### config.mk
export PLATFORM = sky130hd
export DESIGN_NAME = psa_top
export DESIGN_NICKNAME = d
export VERILOG_FILES = /design/src/psa_pkg.sv /design/src/psa_top.sv /design/src/psa_rr_arbiter.sv
export SDC_FILE = /design/constraint.sdc
export NUM_CORES = 1
export LEC_CHECK = 0
export BUFFER_PORTS_ARGS = -buffer_cell sky130_fd_sc_hd__buf_2
export CORE_UTILIZATION = 39
export DETAILED_ROUTE_END_ITERATION = 8
export SLEW_MARGIN = 20
export SYNTH_ARGS = -nofsm -noshare
export SYNTH_HDL_FRONTEND = slang
export SYNTH_SLANG_ARGS = --single-unit
export TNS_END_PERCENT = 30
### constraint.sdc
create_clock -name clk_in -period 4.15 [get_ports clk_in]
set_input_delay 0.2075 -clock clk_in [delete_from_list [all_inputs] [get_ports clk_in]]
set_output_delay 0.2075 -clock clk_in [all_outputs]
set_load 0.05 [all_outputs]
### src/psa_pkg.sv
// ----------------------------------------
// shared constants and types
// ----------------------------------------
package psa_pkg;
  localparam int ADDR_W = 8;
  localparam int DATA_W = 32;
  localparam int NUM_MASTERS = 6;
  localparam int OWNER_W = 3;
  localparam int NUM_GP = 4;
  localparam int GP_LSB = 2;
  localparam int NUM_INT = 4;
  localparam int NUM_FANOUT = 7;
  localparam int CTRL_W = 7;
  localparam int STATUS_W = 16;
  localparam logic [ADDR_W-1:0] REG_CTRL_OFS = 8'h00;
  localparam logic [ADDR_W-1:0] REG_GPO_OFS = 8'h04;
  localparam logic [ADDR_W-1:0] REG_STATUS_OFS = 8'h08;
  localparam logic [CTRL_W-1:0] CTRL_RESET = 7'h00;
  localparam logic [NUM_GP-1:0] GPO_RESET = 4'h0;
  localparam logic [NUM_MASTERS-1:0] GNT_IDLE = 6'h3F;
  localparam logic [1:0] RST_SYNC_RESET = 2'h0;

  typedef struct packed {
    logic wr;
    logic rd;
    logic [ADDR_W-1:0] addr;
    logic [DATA_W-1:0] wdata;
  } psa_bus_req_type;

  typedef struct packed {
    logic [NUM_INT-1:0] int_assert;
    logic ack64_en;
    logic req64_want;
    logic bus_request;
  } psa_ctrl_type;

  typedef struct packed {
    logic ext_mode;
    logic reverse;
    logic owned;
    logic [OWNER_W-1:0] owner;
    logic wide;
    logic ext_grant;
    logic [NUM_INT-1:0] int_req;
    logic [NUM_GP-1:0] general_purpose_input;
  } psa_status_type;

  typedef enum logic [0:0] {
    PSA_ARB_PARK = 1'b0,
    PSA_ARB_OWNED = 1'b1
  } psa_arb_state_type;
endpackage : psa_pkg

### src/psa_top.sv
// Notes on behaviour
// - reverse or external: request0 is grant input
// - reverse or external: requests 5-2 are inputs
// - reverse or external: grant0 carries own request
// - reverse or external: grants 5-2 are outputs
// - arbiter grants by driving grant low
// - internal arbiter: parked idle bus drives address data parity
// - as master, assert 64-bit request
// - as target, 64-bit request is input
// - as target, drive 64-bit acknowledge low
// - as master, 64-bit acknowledge is input
// - forward: interrupts are synchronised inputs
// - reverse: interrupts are open-drain outputs
// - fanout clocks follow reference clock
// - bus logic timed by feedback clock
// - enable pin gates fanout clock outputs
// - strap low forward, high reverse
`timescale 1ns/10ps
`default_nettype none
module psa_top (
  input wire logic clk_in, // 250 MHz core clock
  input wire logic rst_n_in, // async reset, low active
  input wire psa_pkg::psa_bus_req_type bus_in, // register strobes
  output logic [psa_pkg::DATA_W-1:0] rd_data_out, // read data
  input wire logic reverse_bridging_strap_in, // mode strap
  input wire logic central_function_control_n_in, // arbiter strap
  input wire logic [psa_pkg::NUM_MASTERS-1:0] req_n_in, // request pins
  output logic [psa_pkg::NUM_MASTERS-1:0] gnt_n_out, // grant pins
  input wire logic bus_idle_in, // bus idle
  output logic park_drive_out, // drive AD, C/BE#, PAR
  output logic bridge_granted_out, // bridge may master
  input wire logic master_cycle_in, // bridge runs as master
  input wire logic target_cycle_in, // bridge is target
  input wire logic req64_n_in, // 64-bit request pin in
  output logic req64_n_out, // 64-bit request pin out
  output logic req64_n_oe_out, // 64-bit request enable
  input wire logic ack64_n_in, // 64-bit ack pin in
  output logic ack64_n_out, // 64-bit ack pin out
  output logic ack64_n_oe_out, // 64-bit ack enable
  output logic wide_transfer_out, // 64-bit width agreed
  input wire logic [psa_pkg::NUM_INT-1:0] int_n_in, // interrupt pins in
  output logic [psa_pkg::NUM_INT-1:0] int_n_out, // interrupt pins out
  output logic [psa_pkg::NUM_INT-1:0] int_n_oe_out, // interrupt enables
  output logic [psa_pkg::NUM_INT-1:0] int_req_out, // synced interrupts
  input wire logic reference_clock_in, // reference clock
  input wire logic m66en_in, // clock generator enable
  input wire logic feedback_clock_in, // feedback clock
  output logic [psa_pkg::NUM_FANOUT-1:0] fanout_clock_out, // fanout clocks
  output logic bus_clk_en_out // bus clock tick
);
  import psa_pkg::*;

  // ----------------------------------------
  // reset release
  // ----------------------------------------
  logic [1:0] rst_sync_reg;
  wire logic rst_n = rst_sync_reg[1];

  always_ff @(posedge clk_in or negedge rst_n_in) begin
    if (!rst_n_in) begin
      rst_sync_reg <= RST_SYNC_RESET;
    end else begin
      rst_sync_reg <= {rst_sync_reg[0], 1'b1};
    end
  end

  // ----------------------------------------
  // straps and mode
  // ----------------------------------------
  logic strap_done_reg;
  logic reverse_reg;
  logic cfn_high_reg;

  // straps are caught once after release; a later change is ignored
  always_ff @(posedge clk_in or negedge rst_n) begin
    if (!rst_n) begin
      strap_done_reg <= 1'b0;
      reverse_reg <= 1'b0;
      cfn_high_reg <= 1'b0;
    end else if (!strap_done_reg) begin
      strap_done_reg <= 1'b1;
      reverse_reg <= reverse_bridging_strap_in;
      cfn_high_reg <= central_function_control_n_in;
    end
  end

  wire logic ext_mode = reverse_reg | cfn_high_reg;

  // ----------------------------------------
  // clocking
  // ----------------------------------------
  logic fb_prev_reg;
  logic [NUM_FANOUT-1:0] fanout_reg;
  wire logic fanout_level = reference_clock_in & m66en_in;

  always_ff @(posedge clk_in or negedge rst_n) begin
    if (!rst_n) begin
      fb_prev_reg <= 1'b0;
    end else begin
      fb_prev_reg <= feedback_clock_in;
    end
  end

  genvar gi;
  generate
    for (gi = 0; gi < NUM_FANOUT; gi++) begin : g_fanout
      always_ff @(posedge clk_in or negedge rst_n) begin
        if (!rst_n) begin
          fanout_reg[gi] <= 1'b0;
        end else begin
          fanout_reg[gi] <= fanout_level;
        end
      end
    end
  endgenerate

  // bus side advances on rising edges of the looped-back clock
  wire logic bus_clk_en = feedback_clock_in & ~fb_prev_reg;
  assign fanout_clock_out = fanout_reg;
  assign bus_clk_en_out = bus_clk_en;

  // ----------------------------------------
  // registers
  // ----------------------------------------
  psa_ctrl_type ctrl_reg;
  logic [NUM_GP-1:0] gpo_reg;
  logic [DATA_W-1:0] rd_data_reg;
  psa_status_type status;
  wire logic sel_ctrl = (bus_in.addr == REG_CTRL_OFS);
  wire logic sel_gpo = (bus_in.addr == REG_GPO_OFS);
  wire logic sel_status = (bus_in.addr == REG_STATUS_OFS);
  wire logic [DATA_W-1:0] rd_mux =
    sel_ctrl ? DATA_W'(ctrl_reg) :
    sel_gpo ? DATA_W'(gpo_reg) :
    sel_status ? DATA_W'(status) : '0;

  always_ff @(posedge clk_in or negedge rst_n) begin
    if (!rst_n) begin
      ctrl_reg <= CTRL_RESET;
      gpo_reg <= GPO_RESET;
      rd_data_reg <= '0;
    end else begin
      if (bus_in.wr && sel_ctrl) begin
        ctrl_reg <= psa_ctrl_type'(bus_in.wdata[CTRL_W-1:0]);
      end
      if (bus_in.wr && sel_gpo) begin
        gpo_reg <= bus_in.wdata[NUM_GP-1:0];
      end
      // unmapped reads return zero; data stands for one cycle only
      rd_data_reg <= bus_in.rd ? rd_mux : '0;
    end
  end

  assign rd_data_out = rd_data_reg;

  // ----------------------------------------
  // arbitration and pin roles
  // ----------------------------------------
  logic [NUM_MASTERS-1:0] arb_grant;
  logic [OWNER_W-1:0] arb_owner;
  logic arb_owned;
  logic [NUM_MASTERS-1:0] gnt_n_reg;
  logic [NUM_GP-1:0] gpi_reg;
  logic ext_grant_reg;

  // request timing of the masters is trusted, no re-check here
  psa_rr_arbiter u_arb (
    .clk_in(clk_in),
    .rst_n_in(rst_n),
    .bus_clk_en_in(bus_clk_en),
    .arb_enable_in(~ext_mode),
    .req_in(~req_n_in),
    .bus_idle_in(bus_idle_in),
    .grant_out(arb_grant),
    .owner_out(arb_owner),
    .owned_out(arb_owned)
  );

  wire logic [NUM_MASTERS-1:0] gnt_ext = {gpo_reg, 1'b1, ~ctrl_reg.bus_request};
  wire logic [NUM_MASTERS-1:0] gnt_pins = ext_mode ? gnt_ext : ~arb_grant;

  always_ff @(posedge clk_in or negedge rst_n) begin
    if (!rst_n) begin
      gnt_n_reg <= GNT_IDLE;
      gpi_reg <= '0;
      ext_grant_reg <= 1'b0;
    end else begin
      gnt_n_reg <= gnt_pins;
      if (ext_mode) begin
        gpi_reg <= req_n_in[GP_LSB +: NUM_GP];
        ext_grant_reg <= ~req_n_in[0];
      end else begin
        gpi_reg <= '0;
        ext_grant_reg <= 1'b0;
      end
    end
  end

  assign gnt_n_out = gnt_n_reg;
  assign park_drive_out = ~ext_mode & ~arb_owned & bus_idle_in & (&gnt_n_reg);
  assign bridge_granted_out = ext_mode ? ext_grant_reg : ~arb_owned;

  // ----------------------------------------
  // 64-bit handshake
  // ----------------------------------------
  logic req64_oe_reg;
  logic ack64_oe_reg;
  logic wide_reg;
  wire logic as_master = master_cycle_in & ~target_cycle_in;
  wire logic as_target = target_cycle_in & ~master_cycle_in;

  always_ff @(posedge clk_in or negedge rst_n) begin
    if (!rst_n) begin
      req64_oe_reg <= 1'b0;
      ack64_oe_reg <= 1'b0;
      wide_reg <= 1'b0;
    end else begin
      req64_oe_reg <= as_master & ctrl_reg.req64_want;
      ack64_oe_reg <= as_target & ~req64_n_in & ctrl_reg.ack64_en;
      if (as_master) begin
        wide_reg <= ctrl_reg.req64_want & ~ack64_n_in;
      end else if (as_target) begin
        wide_reg <= ctrl_reg.ack64_en & ~req64_n_in;
      end else begin
        wide_reg <= 1'b0;
      end
    end
  end

  assign req64_n_out = 1'b0;
  assign req64_n_oe_out = req64_oe_reg;
  assign ack64_n_out = 1'b0;
  assign ack64_n_oe_out = ack64_oe_reg;
  assign wide_transfer_out = wide_reg;

  // ----------------------------------------
  // interrupts
  // ----------------------------------------
  logic [NUM_INT-1:0] int_meta_reg;
  logic [NUM_INT-1:0] int_sync_reg;
  logic [NUM_INT-1:0] int_oe_reg;

  always_ff @(posedge clk_in or negedge rst_n) begin
    if (!rst_n) begin
      int_meta_reg <= '1;
      int_sync_reg <= '1;
      int_oe_reg <= '0;
    end else begin
      int_meta_reg <= int_n_in;
      int_sync_reg <= int_meta_reg;
      // software sets and clears the line; release is the driver's job
      int_oe_reg <= reverse_reg ? ctrl_reg.int_assert : '0;
    end
  end

  assign int_n_out = '0;
  assign int_n_oe_out = int_oe_reg;
  assign int_req_out = reverse_reg ? '0 : ~int_sync_reg;

  assign status = '{ext_mode: ext_mode, reverse: reverse_reg, owned: arb_owned,
                    owner: arb_owner, wide: wide_reg, ext_grant: ext_grant_reg,
                    int_req: int_req_out, general_purpose_input: gpi_reg};
endmodule : psa_top
`default_nettype wire

### src/psa_rr_arbiter.sv
`timescale 1ns/10ps
`default_nettype none
module psa_rr_arbiter (
  input wire logic clk_in, // core clock
  input wire logic rst_n_in, // synced reset
  input wire logic bus_clk_en_in, // bus clock tick
  input wire logic arb_enable_in, // internal arbiter mode
  input wire logic [psa_pkg::NUM_MASTERS-1:0] req_in, // requests, high active
  input wire logic bus_idle_in, // bus idle
  output logic [psa_pkg::NUM_MASTERS-1:0] grant_out, // one-hot grant
  output logic [psa_pkg::OWNER_W-1:0] owner_out, // granted index
  output logic owned_out // a master holds grant
);
  import psa_pkg::*;

  function automatic logic [NUM_MASTERS-1:0] onehot(input logic [OWNER_W-1:0] idx);
    onehot = NUM_MASTERS'(1) << idx;
  endfunction : onehot

  // nearest requester after last wins; last itself comes at the end
  function automatic logic [OWNER_W-1:0] rr_pick(input logic [NUM_MASTERS-1:0] req,
                                                 input logic [OWNER_W-1:0] last);
    logic [OWNER_W-1:0] idx;
    rr_pick = last;
    for (int k = NUM_MASTERS; k >= 1; k--) begin
      idx = OWNER_W'((int'(last) + k) % NUM_MASTERS);
      if (req[idx]) begin
        rr_pick = idx;
      end
    end
  endfunction : rr_pick

  psa_arb_state_type state_reg, state_next;
  logic [OWNER_W-1:0] owner_reg, owner_next;
  wire logic any_req = |req_in;
  wire logic [OWNER_W-1:0] pick = rr_pick(req_in, owner_reg);

  always_comb begin
    state_next = state_reg;
    owner_next = owner_reg;
    case (state_reg)
      PSA_ARB_PARK: begin
        if (arb_enable_in && any_req && bus_idle_in) begin
          state_next = PSA_ARB_OWNED;
          owner_next = pick;
        end
      end
      PSA_ARB_OWNED: begin
        if (!arb_enable_in) begin
          state_next = PSA_ARB_PARK;
        end else if (!req_in[owner_reg] && bus_idle_in) begin
          // rotate only once the owner lets go, so a burst is never cut
          state_next = any_req ? PSA_ARB_OWNED : PSA_ARB_PARK;
          owner_next = pick;
        end
      end
      default: begin
        state_next = PSA_ARB_PARK;
      end
    endcase
  end

  always_ff @(posedge clk_in or negedge rst_n_in) begin
    if (!rst_n_in) begin
      state_reg <= PSA_ARB_PARK;
      owner_reg <= '0;
    end else if (bus_clk_en_in) begin
      state_reg <= state_next;
      owner_reg <= owner_next;
    end
  end

  assign owned_out = (state_reg == PSA_ARB_OWNED);
  assign owner_out = owner_reg;
  assign grant_out = owned_out ? onehot(owner_reg) : '0;
endmodule : psa_rr_arbiter
`default_nettype wire

==> Yosys cells after proc, flatten, opt, wreduce, memory -nomap -nowiden <==
Cells that the tools add are included.
W data, S select, Z words.
{ "word_totals": {"out_inout_bits": 65, "elab_cells": 125, "regBits": 64} }
{ "op_classes": {"order_cmp": 7, "eq_ne": 5, "n_bitwise": 25, "reduce_logical": 10, "n_mux": 42, "add_sub_neg": 6, "shifts": 1, "div": 6} }
{ "ops": {"columns": ["operator", "count"], "rows": [
  ["$mod A32 B4 Y32 const B", 6],
  ["$mux W16", 4],
  ["$lt A3 B4 Y1 const B", 7],
  ["$mux W3", 9],
  ["$bmux W1 S3", 7],
  ["$mux W1", 15],
  ["$add A3 B3 Y4 const B", 3],
  ["$and A1 B1 Y1", 12],
  ["$mux W4", 3],
  ["$mux W6", 2],
  ["$not A6 Y6", 2],
  ["$not A1 Y1", 9],
  ["$add A3 B2 Y4 const B", 2],
  ["$eq A8 B3 Y1 const B", 1],
  ["$eq A8 B4 Y1 const B", 1],
  ["$logic_not A8 Y1", 1],
  ["$pmux W3 S2", 1],
  ["$reduce_and A6 Y1", 1],
  ["$reduce_or A6 Y1", 1],
  ["$shl A1 B3 Y6 const A", 1],
  ["$logic_and A1 B1 Y1", 5],
  ["$add A3 B1 Y4 const B", 1],
  ["$ne A2 B2 Y1 const B", 2],
  ["$not A4 Y4", 1],
  ["other kinds (5)", 5]
]} }

==> Longest topological paths before layout <==
{ "logic_depth": {"ltp_word": 13, "ltp_mapped": 14, "depth_no_buf": 12} }

==> Modules after synthesis <==
From an unflattened synthesis, not the netlist that was laid out.
{ "hier_totals": {"cells_unflattened": 335, "area_unflattened_um2": 3458.3} }
{ "modules_own_cells": {"columns": ["module", "n_inst", "seq_area_each_um2", "area_per_inst_um2", "cells_per_inst"], "rows": [
  ["psa_top", 1, 1519.0, 2371.0, 192],
  ["psa_rr_arbiter", 1, 100.1, 1087.3, 143]
]} }

==> Least setup slack after synthesis <==
No wires, ideal clock.
{ "synth_timing": {"path_kind": "reg2reg", "from": "register u_arb.owner_reg[0], in the netlist u_arb.owner_out[0]", "to": "register u_arb.owner_reg[2], in the netlist u_arb.owner_out[2]", "t_required_ns": 4.071, "path_buffers": 3, "path_slack_ns": 0.990, "path_stages_with_launch": 15, "synth_period_minus_slack_ns": 3.160, "setup_time_ns": 0.079, "arrival_time_ns": 3.081, "cell_sequence": "dfrtp_1 > buf_6 > buf_4 > inv_1 > ha_1 > ha_1 > clkbuf_1 > ha_1 > and3b_1 > maj3_1 > o22ai_1 > nor2_1 > a2111oi_0 > a22oi_1 > mux2i_1"} }
{ "synth_via": {"elab_chain_cells": 13} }
{ "synth_lines": {"columns": ["item", "line_no", "rtl"], "rows": [
  ["start: declaration", "psa_rr_arbiter.sv:34", "logic [OWNER_W-1:0] owner_reg, owner_next;"],
  ["start signal: assignment", "psa_rr_arbiter.sv:69", "owner_reg <= owner_next;"],
  ["$add A3 B3 Y4", "psa_rr_arbiter.sv:26", "idx = OWNER_W'((int'(last) + k) % NUM_MASTERS);"],
  ["$mod A32 B4 Y32", "psa_rr_arbiter.sv:26", null],
  ["$bmux W1 S3", "psa_rr_arbiter.sv:27", "if (req[idx]) begin"],
  ["$mux W1 (not written as such)", "psa_rr_arbiter.sv:27", null],
  ["$mux W3 (6 in series)", "psa_rr_arbiter.sv:27", null],
  ["$mux W3", "psa_rr_arbiter.sv:51", "end else if (!req_in[owner_reg] && bus_idle_in) begin"],
  ["$mux W3", "psa_rr_arbiter.sv:49", "if (!arb_enable_in) begin"],
  ["$pmux W3 S2", "psa_rr_arbiter.sv:41", "case (state_reg)"]
]} }
Several ways; a longest one is shown, not always the timed one. The select of a mux whose other input is x is not followed.
A chain may end at the register's enable or synchronous reset.

==> Worst setup path in the final report <==
{ "layout_timing": {"from": "register u_arb.owner_reg[2], in the netlist u_arb.owner_out[2]", "to": "register u_arb.owner_reg[1], in the netlist u_arb.owner_out[1]"} }
The elaborated chain is that of the path after synthesis.

==> impl_metrics.json <==
{
  "cts.htree.levels": 3,
  "synth_top_area_share_pct": 33.9,
  "clock_latency_ns": 0.34,
  "async_flop_share_pct": 100,
  "wl_per_cell_um": 15.2,
  "power.leakage_uw": 0.00219,
  "drt-initial-drc-count": 162,
  "final_common_cell": "buf_2",
  "cp-end-kind": "register",
  "avgSynthCellArea_um2": 10.4,
  "slew_headroom_pct": 54.6,
  "clk_path_buf_depth": 2,
  "setup-violations-final": 0,
  "syn-cell-area_mm2": 0.00369,
  "final_util_pct": 46.9,
  "finalSetupTns_ns": 0,
  "num-nets-final": 519,
  "cts_setup_buffers": 0,
  "track_usage_pct": 18.0,
  "power.total_uw": 2820,
  "r2r_start": "u_arb.owner_out[2]",
  "worstMarginPinSlew_ns": 0.675,
  "cts_root_buf": "clkbuf_8",
  "synth_mux_area_share_pct": 8.47,
  "dp_hpwl_mm": 6.40,
  "die_x_um": 99.3,
  "path_delay_family": "compound AO/OA/AOI/OAI gates",
  "yosys-top-cells-area": "dfrtp_1 (34%), dfstp_2 (10%), ha_1 (6.1%)",
  "crit_arrival_ns": 3.83,
  "min_period_ns": 3.62,
  "hold_depth": 2,
  "synth_seq_cells": 64,
  "synth_edf_count": 0,
  "grtUsageMet2_pct": 31.3,
  "synth-seq-area-share_pct": 43.8,
  "cts_sinks": 64,
  "met3_usage_pct": 3.23,
  "drt-total-wl_mm": 8.42,
  "largest_reg_flops": 16,
  "area_growth_pct": 16.8,
  "drive_gt1_share_pct": 34.4,
  "r2r_setup_slack_ns": 0.53,
  "status": "finished, violations left",
  "critPathRequiredTime_ns": 4.36,
  "drtPass1Iterations": 6,
  "holdPathEnd": "ack64_n_oe_out",
  "grt_pass1_vias": 2774,
  "holdWs_ns": 0.0445,
  "crit_chain": "inv_1 > ha_1 > a21oi_1 > inv_1 > ha_1 > and3b_1 > nor2_1 > o31ai_1 > nand3_1 > a21oi_1 > a31oi_1 > mux2i_1",
  "place_area_mm2": 0.00408,
  "synthAdderAreaFrac_pct": 6.37,
  "fmax_mhz": 276,
  "start_util_pct": 40.2,
  "skew_ns": 0.00884,
  "numCtsBuffers": 9,
  "slew_violations": 0,
  "violations": "DRC",
  "num_io_pins": 129,
  "syn_inst": 354,
  "antenna_found_initial": 0,
  "ys_types": 68,
  "cpMaxStageDelayCell": "dfrtp_1",
  "die_h_um": 99.3,
  "vias": 2867,
  "maxCapViolCount": 0,
  "core_mm2": 0.00920,
  "overflow": 0,
  "cts_tree": "built",
  "min_from": "req64_n_in",
  "portBuffers": 81,
  "cp_num_buf_inv": 2,
  "irDropWorstVdd_mv": 0.221,
  "grt_pass1_wl_mm": 13.7,
  "final_cell_mix": "buf_2 (81), dfrtp_1 (49), nor2_1 (24), conb_1 (24), ha_1 (18)",
  "crit_fanout": 10,
  "path_clk_slew_ns": 0.07,
  "std_cell_rows": 35,
  "post_drt_via_cell_ratio": 5.18,
  "synth_top_family_by_area": "compound AO/OA/AOI/OAI gates",
  "crit_type": "register to register",
  "synth-compound-area-share_pct": 16.3,
  "hold_viol": 0,
  "powerDensity_mw_per_mm2": 654,
  "antennaDiodeCount": 0,
  "period_share_pct": 87.2,
  "grt_setup_unrepaired": "false",
  "yosysWarningCount": 0,
  "gp_congestion": 0.898,
  "start_kind": "register",
  "hold_path.class": "input port to register",
  "busiest_layer": "met2",
  "max_stage_delay_ns": 0.57,
  "grt_max_degree": 36,
  "ant_nets": 0,
  "reg2reg_to": "u_arb.owner_out[1]",
  "dieArea_mm2": 0.00987,
  "reg2regPathDepth": 12,
  "ys.flop_type": "dfrtp_1",
  "synthSimpleGateAreaFrac_pct": 15.6,
  "synth_xor_area_share_pct": 0,
  "use_met1_pct": 22.1,
  "final_cell_area_mm2": 0.00432,
  "drc": 2,
  "synth_top_cell_by_area": "dfrtp_1"
}
[metrics by stage]
stage,instances,worst slack [ns]
2_1_floorplan,376,0.990
3_3_place_gp,531,0.599
3_5_place_dp,531,0.568
4_1_cts,553,0.556
5_1_grt,553,0.138
6_report,553,0.532
[what timing repair did]
item / CTS / global route
hold endpoints to repair: 7 / 0
hold buffers: 6 / 0
resized for setup: 0 / 0
[how the worst max path moves through the flow]
stage / startpoint / endpoint / cells past startpoint / slack, ns
3_5_place_dp: u_arb.owner_out[2] / u_arb.owner_out[1] / 12 / 0.57
6_report: u_arb.owner_out[2] / u_arb.owner_out[1] / 12 / 0.53
3_3_place_gp: u_arb.owner_out[2] / u_arb.owner_out[1] / 12 / 0.60
2_1_floorplan: u_arb.owner_out[0] / u_arb.owner_out[2] / 14 / 0.99
5_1_grt: u_arb.owner_out[2] / u_arb.owner_out[1] / 12 / 0.14
4_1_cts: u_arb.owner_out[2] / u_arb.owner_out[1] / 12 / 0.56
[Yosys cell counts (5+ instances only)]
cell,count
a21oi_1,14
nand3_1,6
nand2_1,16
buf_4,29
and2_1,15
mux2_2,17
mux2i_1,11
nor2b_1,5
ha_1,18
dfstp_2,14
a31oi_1,7
nor3_1,10
nor2_1,24
dfrtp_1,50
inv_1,16
o21ai_0,7
clkbuf_1,10
[worst reg2reg max path, delay by kind of cell, from the launching register on]
kind	cells	cell delay (ns)
AOI/OAI and AO/OA	4	1.31
buffers and inverters	2	0.34
muxes	1	0.16
adders and majority gates	2	0.64
and+or+nand+nor	3	0.48
DFF	1	0.57
[per-layer routing]
metal	up-vias	wire, µm
li1	1388	-
met1	1354	3600
met2	114	4180
met3	11	528
met4	0	116
met5	-	0
[logic make-up after synthesis]
| group | after synthesis |
|---|---|
| AND/OR/NAND/NOR | 104 |
| AO/OA/AOI/OAI | 77 |
| flip-flops | 64 |
| buffers and inverters | 59 |
| multiplexers | 29 |
| adder cells (fa/ha/maj) | 19 |
| other | 2 |
[cell type report]
cell class                 instances  area (µm²)
multi-input combinational        253        1820
fill                             869        4880
clock inverter                     6        45.0
inverter                          17        63.8
tap                              111         139
clock buffer                      10         128
sequential                        64        1620
timing repair buffer              92         503
[power by group]
part	internal, µW	switching, µW
Sequential	670	52.8
Combinational	637	997
Clock	218	248
(Power assumes the default switching activity.)
